<file path="config.mk">
export PLATFORM = sky130hd
export DESIGN_NAME = pcab_bridge_flat
export DESIGN_NICKNAME = d
export VERILOG_FILES = /design/src/pcab_pkg.sv /design/src/pcab_link_if.sv /design/src/pcab_bridge.sv /design/src/flat_wrapper.sv
export SDC_FILE = /design/constraint.sdc
export NUM_CORES = 1
export LEC_CHECK = 0
export BUFFER_PORTS_ARGS = -buffer_cell sky130_fd_sc_hd__buf_4
export CORE_ASPECT_RATIO = 0.7
export CORE_MARGIN = 3
export CORE_UTILIZATION = 50
export CTS_CLUSTER_DIAMETER = 150
export CTS_CLUSTER_SIZE = 24
export DETAILED_ROUTE_END_ITERATION = 12
export PLACE_DENSITY = 0.77
export SLEW_MARGIN = 25
export SYNTH_ARGS = -nofsm -noshare
export SYNTH_HDL_FRONTEND = slang
export SYNTH_SLANG_ARGS = --single-unit
</file>
<file path="constraint.sdc">
create_clock -name clock_i -period 5.3 [get_ports clock_i]
set_input_delay 0.265 -clock clock_i [delete_from_list [all_inputs] [get_ports clock_i]]
set_output_delay 0.265 -clock clock_i [all_outputs]
set_load 0.03 [all_outputs]
</file>
<file path="src/pcab_pkg.sv">
// shared constants of the configuration access bridge and its target end
package pcab_pkg;

    // register map, byte addresses on the host i/o space
    localparam logic [31:0] CFG_ADDR_OFS    = 32'h0000_0cf8;
    localparam logic [31:0] CFG_DATA_OFS    = 32'h0000_0cfc;
    localparam logic [31:0] BRIDGE_STAT_OFS = 32'h0000_0cf0;

    // address select register fields
    localparam int CA_ENABLE_BIT = 31;
    localparam int CA_BUS_LSB    = 16;
    localparam int CA_BUS_MSB    = 23;
    localparam int CA_DEV_LSB    = 11;
    localparam int CA_DEV_MSB    = 15;
    localparam int CA_FUNC_LSB   = 8;
    localparam int CA_FUNC_MSB   = 10;
    localparam int CA_REG_LSB    = 2;
    localparam int CA_REG_MSB    = 7;
    localparam int CA_TYPE_LSB   = 0;
    localparam int CA_TYPE_MSB   = 1;
    localparam logic [31:0] CA_WRITE_MASK = 32'h8000_ffff;
    localparam logic [31:0] CA_RESET      = 32'h0000_0000;
    localparam logic [1:0]  CFG_TYPE0     = 2'b00;
    localparam logic [1:0]  CFG_TYPE1     = 2'b01;

    // select line of device n is address line SEL_BASE_LINE + n, up to SEL_TOP_LINE
    localparam int SEL_BASE_LINE = 16;
    localparam int SEL_LOW_LINE  = 11;
    localparam int SEL_TOP_LINE  = 31;

    // bridge status register bits
    localparam int ST_ABORT_BIT = 0;
    localparam int ST_SUBTR_BIT = 1;
    localparam int ST_CFGEN_BIT = 2;

    // bus commands, bit 0 set for a write
    localparam logic [3:0] CMD_IO_RD  = 4'h2;
    localparam logic [3:0] CMD_MEM_RD = 4'h6;
    localparam logic [3:0] CMD_CFG_RD = 4'ha;
    localparam logic [3:0] CMD_SPEC   = 4'h1;

    localparam logic [31:0] ALL_ONES = 32'hffff_ffff;
    localparam logic [31:0] BURST_STEP = 32'h0000_0004;

    // bus rate: at most 33 MHz from a 100 MHz clock, period rounded up
    localparam int CLK_MHZ      = 100;
    localparam int BUS_MAX_MHZ  = 33;
    localparam int BUS_DIV      = (CLK_MHZ + BUS_MAX_MHZ - 1) / BUS_MAX_MHZ;
    // bus ticks a positive claim may take before the cycle is given up
    localparam int DEVSEL_TICKS = 3;

    // config space: 256 bytes, first 64 bytes the fixed header
    localparam int CFG_WORDS    = 64;
    localparam int HDR_WORDS    = 16;
    localparam int CFG_ID_WORD  = 0;
    localparam int CFG_CMD_WORD = 1;
    localparam int CFG_IO_BAR   = 4;
    localparam int CFG_MEM_BAR  = 5;
endpackage

</file>
<file path="src/pcab_link_if.sv">
// link between the bridge end and a target end
interface pcab_link_if;
    logic        bus_tick;
    logic        frame;
    logic [3:0]  cmd;
    logic [31:0] addr;
    logic [31:0] wdata;
    logic        devsel;
    logic        trdy;
    logic [31:0] rdata;

    modport bridge_mp
    (
        output bus_tick,
        output frame,
        output cmd,
        output addr,
        output wdata,
        input  devsel,
        input  trdy,
        input  rdata
    );

    modport target_mp
    (
        input  bus_tick,
        input  frame,
        input  cmd,
        input  addr,
        input  wdata,
        output devsel,
        output trdy,
        output rdata
    );
endinterface

</file>
<file path="src/pcab_bridge.sv">
// bridge end: host registers on avalon, configuration and i/o cycles on the link
//
// The Avalon-MM interface to the registers was chosen for this implementation.
module pcab_bridge (
    input  wire logic          clock_i,
    input  wire logic          rst_i,
    input  wire logic [31:0]   avs_address,
    input  wire logic          avs_read,
    input  wire logic          avs_write,
    input  wire logic [31:0]   avs_writedata,
    output logic [31:0]        avs_readdata,
    output logic               avs_waitrequest,
    input  wire logic          mem_space_i,
    pcab_link_if.bridge_mp     link
);
    typedef enum logic [1:0]
    {
        S_IDLE = 2'b00,
        S_BUS  = 2'b01,
        S_ACK  = 2'b10
    } pcab_state_t;

    pcab_state_t state_reg;
    logic [31:0] cfg_addr_reg;
    logic [2:0]  stat_reg;
    logic [1:0]  div_reg;
    logic        tick_reg;
    logic        frame_reg;
    logic [3:0]  cmd_reg;
    logic [31:0] addr_reg;
    logic [31:0] wdata_reg;
    logic [31:0] rdata_reg;
    logic        waitreq_reg;
    logic        is_cfg_reg;
    logic [1:0]  wait_cnt_reg;
    logic [31:0] sel_lines;

    wire         req        = avs_read || avs_write;
    wire         hit_addr   = (avs_address == pcab_pkg::CFG_ADDR_OFS);
    wire         hit_stat   = (avs_address == pcab_pkg::BRIDGE_STAT_OFS);
    wire         hit_data   = (avs_address == pcab_pkg::CFG_DATA_OFS);
    wire         cfg_en     = cfg_addr_reg[pcab_pkg::CA_ENABLE_BIT];
    wire  [4:0]  dev_num    = cfg_addr_reg[pcab_pkg::CA_DEV_MSB:pcab_pkg::CA_DEV_LSB];
    wire  [1:0]  cyc_type   = cfg_addr_reg[pcab_pkg::CA_TYPE_MSB:pcab_pkg::CA_TYPE_LSB];
    wire  [10:0] func_reg_f = cfg_addr_reg[pcab_pkg::CA_FUNC_MSB:pcab_pkg::CA_TYPE_LSB];
    wire         go_cfg     = hit_data && cfg_en;
    // type 1 passes the whole address
    wire  [31:0] cfg_bus_a  = (cyc_type == pcab_pkg::CFG_TYPE1) ? cfg_addr_reg
                              : {sel_lines[31:11], func_reg_f[10:2], pcab_pkg::CFG_TYPE0};
    wire  [3:0]  base_cmd   = go_cfg ? pcab_pkg::CMD_CFG_RD :
                              mem_space_i ? pcab_pkg::CMD_MEM_RD : pcab_pkg::CMD_IO_RD;
    wire  [3:0]  next_cmd   = {base_cmd[3:1], avs_write};
    wire  [31:0] next_addr  = go_cfg ? cfg_bus_a : avs_address;
    wire         timed_out  = (wait_cnt_reg == 2'(pcab_pkg::DEVSEL_TICKS - 1));
    wire  [31:0] local_rd   = hit_addr ? cfg_addr_reg
                              : hit_stat ? {29'h0000_0000, stat_reg} : 32'h0000_0000;
    // bus number and reserved bits stay zero
    wire  [31:0] addr_wr    = avs_writedata & pcab_pkg::CA_WRITE_MASK;

    // device n to line 16 plus n for n up to 15, higher device numbers to no line
    genvar gi;
    generate
        for (gi = 0; gi < 32; gi++)
        begin : g_sel
            if (gi >= pcab_pkg::SEL_BASE_LINE && gi <= pcab_pkg::SEL_TOP_LINE)
                assign sel_lines[gi] = (dev_num == 5'(gi - pcab_pkg::SEL_BASE_LINE));
            else
                assign sel_lines[gi] = 1'b0;
        end
    endgenerate

    assign avs_readdata    = rdata_reg;
    assign avs_waitrequest = waitreq_reg;
    assign link.bus_tick   = tick_reg;
    assign link.frame      = frame_reg;
    assign link.cmd        = cmd_reg;
    assign link.addr       = addr_reg;
    assign link.wdata      = wdata_reg;

    // bus rate from a divider, same clock
    always_ff @(posedge clock_i or posedge rst_i)
    begin
        if (rst_i)
        begin
            div_reg  <= 2'b00;
            tick_reg <= 1'b0;
        end
        else
        begin
            tick_reg <= (div_reg == 2'(pcab_pkg::BUS_DIV - 1));
            div_reg  <= (div_reg == 2'(pcab_pkg::BUS_DIV - 1)) ? 2'b00 : div_reg + 2'b01;
        end
    end

    always_ff @(posedge clock_i or posedge rst_i)
    begin
        if (rst_i)
        begin
            state_reg    <= S_IDLE;
            cfg_addr_reg <= pcab_pkg::CA_RESET;
            stat_reg     <= 3'b000;
            frame_reg    <= 1'b0;
            cmd_reg      <= 4'h0;
            addr_reg     <= 32'h0000_0000;
            wdata_reg    <= 32'h0000_0000;
            rdata_reg    <= 32'h0000_0000;
            waitreq_reg  <= 1'b1;
            is_cfg_reg   <= 1'b0;
            wait_cnt_reg <= 2'b00;
        end
        else
        begin
            stat_reg[pcab_pkg::ST_CFGEN_BIT] <= cfg_en;
            case (state_reg)
                S_IDLE:
                begin
                    if (req && (hit_addr || hit_stat))
                    begin
                        if (avs_write && hit_addr)
                            cfg_addr_reg <= addr_wr;
                        rdata_reg   <= local_rd;
                        waitreq_reg <= 1'b0;
                        state_reg   <= S_ACK;
                    end
                    else if (req)
                    begin
                        cmd_reg      <= next_cmd;
                        addr_reg     <= next_addr;
                        wdata_reg    <= avs_writedata;
                        is_cfg_reg   <= go_cfg;
                        wait_cnt_reg <= 2'b00;
                        state_reg    <= S_BUS;
                    end
                end
                S_BUS:
                begin
                    if (tick_reg)
                    begin
                        if (!frame_reg)
                            frame_reg <= 1'b1;
                        else if (link.trdy)
                        begin
                            frame_reg   <= 1'b0;
                            rdata_reg   <= link.rdata;
                            stat_reg[1:0] <= 2'b00;
                            waitreq_reg <= 1'b0;
                            state_reg   <= S_ACK;
                        end
                        else if (!link.devsel && timed_out)
                        begin
                            frame_reg   <= 1'b0;
                            rdata_reg   <= pcab_pkg::ALL_ONES;
                            stat_reg[pcab_pkg::ST_ABORT_BIT] <= is_cfg_reg;
                            stat_reg[pcab_pkg::ST_SUBTR_BIT] <= !is_cfg_reg;
                            waitreq_reg <= 1'b0;
                            state_reg   <= S_ACK;
                        end
                        else if (!link.devsel)
                            wait_cnt_reg <= wait_cnt_reg + 2'b01;
                    end
                end
                S_ACK:
                begin
                    waitreq_reg <= 1'b1;
                    state_reg   <= S_IDLE;
                end
                default:
                begin
                    frame_reg   <= 1'b0;
                    waitreq_reg <= 1'b1;
                    state_reg   <= S_IDLE;
                end
            endcase
        end
    end
endmodule

</file>
<file path="src/flat_wrapper.sv">
// flat-port wrapper written by rule: the top's interface ports become plain ports
module pcab_bridge_flat 
  (clock_i, rst_i, avs_address, avs_read, avs_write, avs_writedata, avs_readdata, avs_waitrequest, mem_space_i, link_bus_tick, link_frame, link_cmd, link_addr, link_wdata, link_devsel, link_trdy, link_rdata);
  pcab_link_if link_i ();
  input  wire logic clock_i;
  input  wire logic rst_i;
  input  wire logic [31:0] avs_address;
  input  wire logic avs_read;
  input  wire logic avs_write;
  input  wire logic [31:0] avs_writedata;
  output logic [31:0] avs_readdata;
  output logic avs_waitrequest;
  input  wire logic mem_space_i;
  output wire logic [$bits(link_i.bus_tick)-1:0] link_bus_tick;
  output wire logic [$bits(link_i.frame)-1:0] link_frame;
  output wire logic [$bits(link_i.cmd)-1:0] link_cmd;
  output wire logic [$bits(link_i.addr)-1:0] link_addr;
  output wire logic [$bits(link_i.wdata)-1:0] link_wdata;
  input wire logic [$bits(link_i.devsel)-1:0] link_devsel;
  input wire logic [$bits(link_i.trdy)-1:0] link_trdy;
  input wire logic [$bits(link_i.rdata)-1:0] link_rdata;
  assign link_bus_tick = link_i.bus_tick;
  assign link_frame = link_i.frame;
  assign link_cmd = link_i.cmd;
  assign link_addr = link_i.addr;
  assign link_wdata = link_i.wdata;
  assign link_i.devsel = link_devsel;
  assign link_i.trdy = link_trdy;
  assign link_i.rdata = link_rdata;
  pcab_bridge u_core (.clock_i(clock_i), .rst_i(rst_i), .avs_address(avs_address), .avs_read(avs_read), .avs_write(avs_write), .avs_writedata(avs_writedata), .avs_readdata(avs_readdata), .avs_waitrequest(avs_waitrequest), .mem_space_i(mem_space_i), .link(link_i));
endmodule
</file>
==> reports/qor.txt <==
Result of the run = completed
All-Layer GR Usage = 26.8%
I/O pins = 206
Worst Setup SP = avs_address[28]
Post-synthesis cell count = 504
Wire length of the first global-routing pass = 27.9 mm
Chip width = 136 um
Sequential cell area in the final layout = 0.00323 sq mm
Max rail drop VDD = 0.405 mV
Via Count = 5039
Placement-stage cell area = 0.00751 sq mm
Synthesis-to-layout area growth = 37.0%
Type of the setup path with the least slack = in -> reg
Clock-pin transition on the worst setup and hold timing paths = 0.05 ns
CTS sink count = 129
#FFs+latches synth = 129
Count of hold-fix buffers inserted at cts = 1
FF-to-FF Start = u_core.state_reg[0]
# fillers = 836
Aggregate routed wire length = 17.7 mm
Min Tclk post-route = 2.98 ns
Max-cap violations = 0
Hold violation total from the final report = 0
Finished Cell Area = 0.00813 sq mm
Number of levels the H-tree was split into = 4
Element type at the critical path start = primary input
Core Box Area = 0.0113 sq mm
EDFF count, synth = 0
Synthesized net count = 609
Total CTS buffers = 17
Area used by multi-input combinational logic = 0.00247 sq mm
Starting Density = 52.5%
Half-perimeter wire length of the detailed placement result = 12.7 mm
Total Nets Final = 801
CTS tree = yes
Relative slew slack = 39.0%
DRC violation count after routing = 0
Post-route core utilization = 72.0%
Netlist area before placement = 0.00593 sq mm
Number of global-route vias before repair = 5138
Power per unit of standard cell area = 643 mW/mm^2
Detailed router's first-iteration violation count = 401
Static leakage power = 3.78 nW
WL/cell = 20.5 um
HP Start = link_trdy
Finish-stage setup viols = 0
Part of the Yosys area used for sequential elements = 54.5%
Data arrival time at the worst-slack endpoint = 3.26 ns
Most frequent cells in the layout = buf_4 (211), dfrtp_1 (128), a21oi_1 (48)
Cell type with the highest aggregate area in the netlist = dfrtp_1
Residual overflow from global routing = 0
Slew at the pin with the worst max-slew slack = 0.914 ns
Largest net degree at the start of global routing = 90
Core Rows = 32
Share of synthesized flip-flops with an asynchronous set or reset = 100%
Most common cell after layout, fill and taps aside = buf_4
WP data required = 5.58 ns
CTS Root Cell = clkbuf_16
Primary flip-flop cell chosen by synthesis mapping = dfrtp_1
Input/output buffers = 205
Post-CTS sizing = 0
Final weighted congestion in routability-driven placement = 0.840
Final antenna diode count = 0
Die area = 0.0132 sq mm
Worst clock skew on the final layout = 0.0110 ns
Post-synthesis average cell area = 11.8 sq um
First-pass iteration count of the detailed router = 5
Number of slew-limit violations in the final report = 0
Detail Route Antenna Nets = 0
Number of warning messages in the yosys log = 0
Crit path capture type = flop
Worst-skew pair later-pin latency = 0.41 ns
Worst min-delay path class = in -> reg
Fraction of final layout cells sized beyond drive strength 1 = 44.7%
Critical-path maximum fanout = 20
Height of the chip = 97.1 um
Number of buffers inserted to repair setup after CTS = 0
Initial antenna violation count = 0
RSZ-0062 raised after global routing = false
Detail-routed via count per cell = 5.85
Proportion of netlist area held by the largest area contributor = 54.0%
Final worst path period share = 56.2%
Largest buffer count on any clock path = 2
Synth unique cells = 50
Timing-limited maximum frequency = 336 MHz
Setup Total Neg Slack = 0 ns
Cells taking the most area after synthesis = dfrtp_1 (54%), mux2_2 (8.4%), mux2_4 (6.1%)
## critical path: stages
cell,delay [ns]
buf_4,0.11
nor4_1,0.60
and4_1,0.35
nand3_1,0.53
or3_1,0.95
mux2_4,0.44
## power by group
group	switching [W]	leakage, nW	internal, W
logic	0.00143	1.91	0.000979
clock network	0.000440	0.285	0.000743
registers	0.000244	1.59	0.00138
## metrics by stage
step	hold slack [ns]	cells	setup WS (ns)	total power (W)
after floorplan	0.363	504	1.60	0.00316
after global placement	0.288	828	2.18	0.00398
after detailed placement	0.293	828	1.97	0.00405
after CTS	0.0788	861	2.39	0.00525
after global routing	0.0743	862	2.16	0.00548
final	0.0888	862	2.32	0.00522
## final timing paths
path | to | slack [ns] | cells past startpoint
max | u_core.cfg_addr_reg[5] | 2.32 | 6
min | u_core.stat_reg[1] | 0.09 | 2
max reg2reg | u_core.link.wdata[21] | 3.07 | 5
min reg2reg | u_core.div_reg[0] | 0.43 | 1
max in group asynchronous | u_core.link.wdata[31] | 3.78 | 4
min in group asynchronous | u_core.link.wdata[27] | 0.41 | 3
## logic make-up (layout without fill, tap and decap cells)
family / after synthesis / after routing / synth area share (%)
flip-flops: 129 / 129 / 54.5
buffers and inverters: 47 / 252 / 4.22
AND/OR/NAND/NOR: 109 / 109 / 10.1
multiplexers: 71 / 71 / 14.9
AO/OA/AOI/OAI: 146 / 146 / 15.9
adder cells (fa/ha/maj): 2 / 2 / 0.422
## synth_stat cells, types with 4 or more instances
cell and number:
nand2b_1 5, nor2b_1 10, mux2_4 24, nor3b_1 4, nand3_1 21, nand4_1 6
nand2_1 11, inv_1 7, mux2_2 44, buf_6 6, nor4_1 8, dfrtp_1 128
buf_2 7, o31ai_1 6, nor3_1 6, nor4b_1 4, clkbuf_1 24, a41oi_1 19
o2bb2ai_1 20, a21oi_1 48, a31oi_1 4, o21ai_0 36, nor2_1 24
## cell type report
type	instances	share of cell area, %
Timing Repair Buffer	213	19.8
Inverter	7	0.385
Clock buffer	20	5.37
Multi-Input combinational cell	328	30.4
Sequential cell	129	39.7
Clock inverter	12	1.96
Tap cell	153	2.36
## routing by layer
metal  global-route usage [%]  up-vias  routed length, um
met5                        0        -                  0
met1                     39.1     2491               7900
met2                     40.2      254               8050
li1                         -     2273                  -
met3                     7.76       21               1590
met4                     5.65        0                144
(Power assumes the default switching activity.)
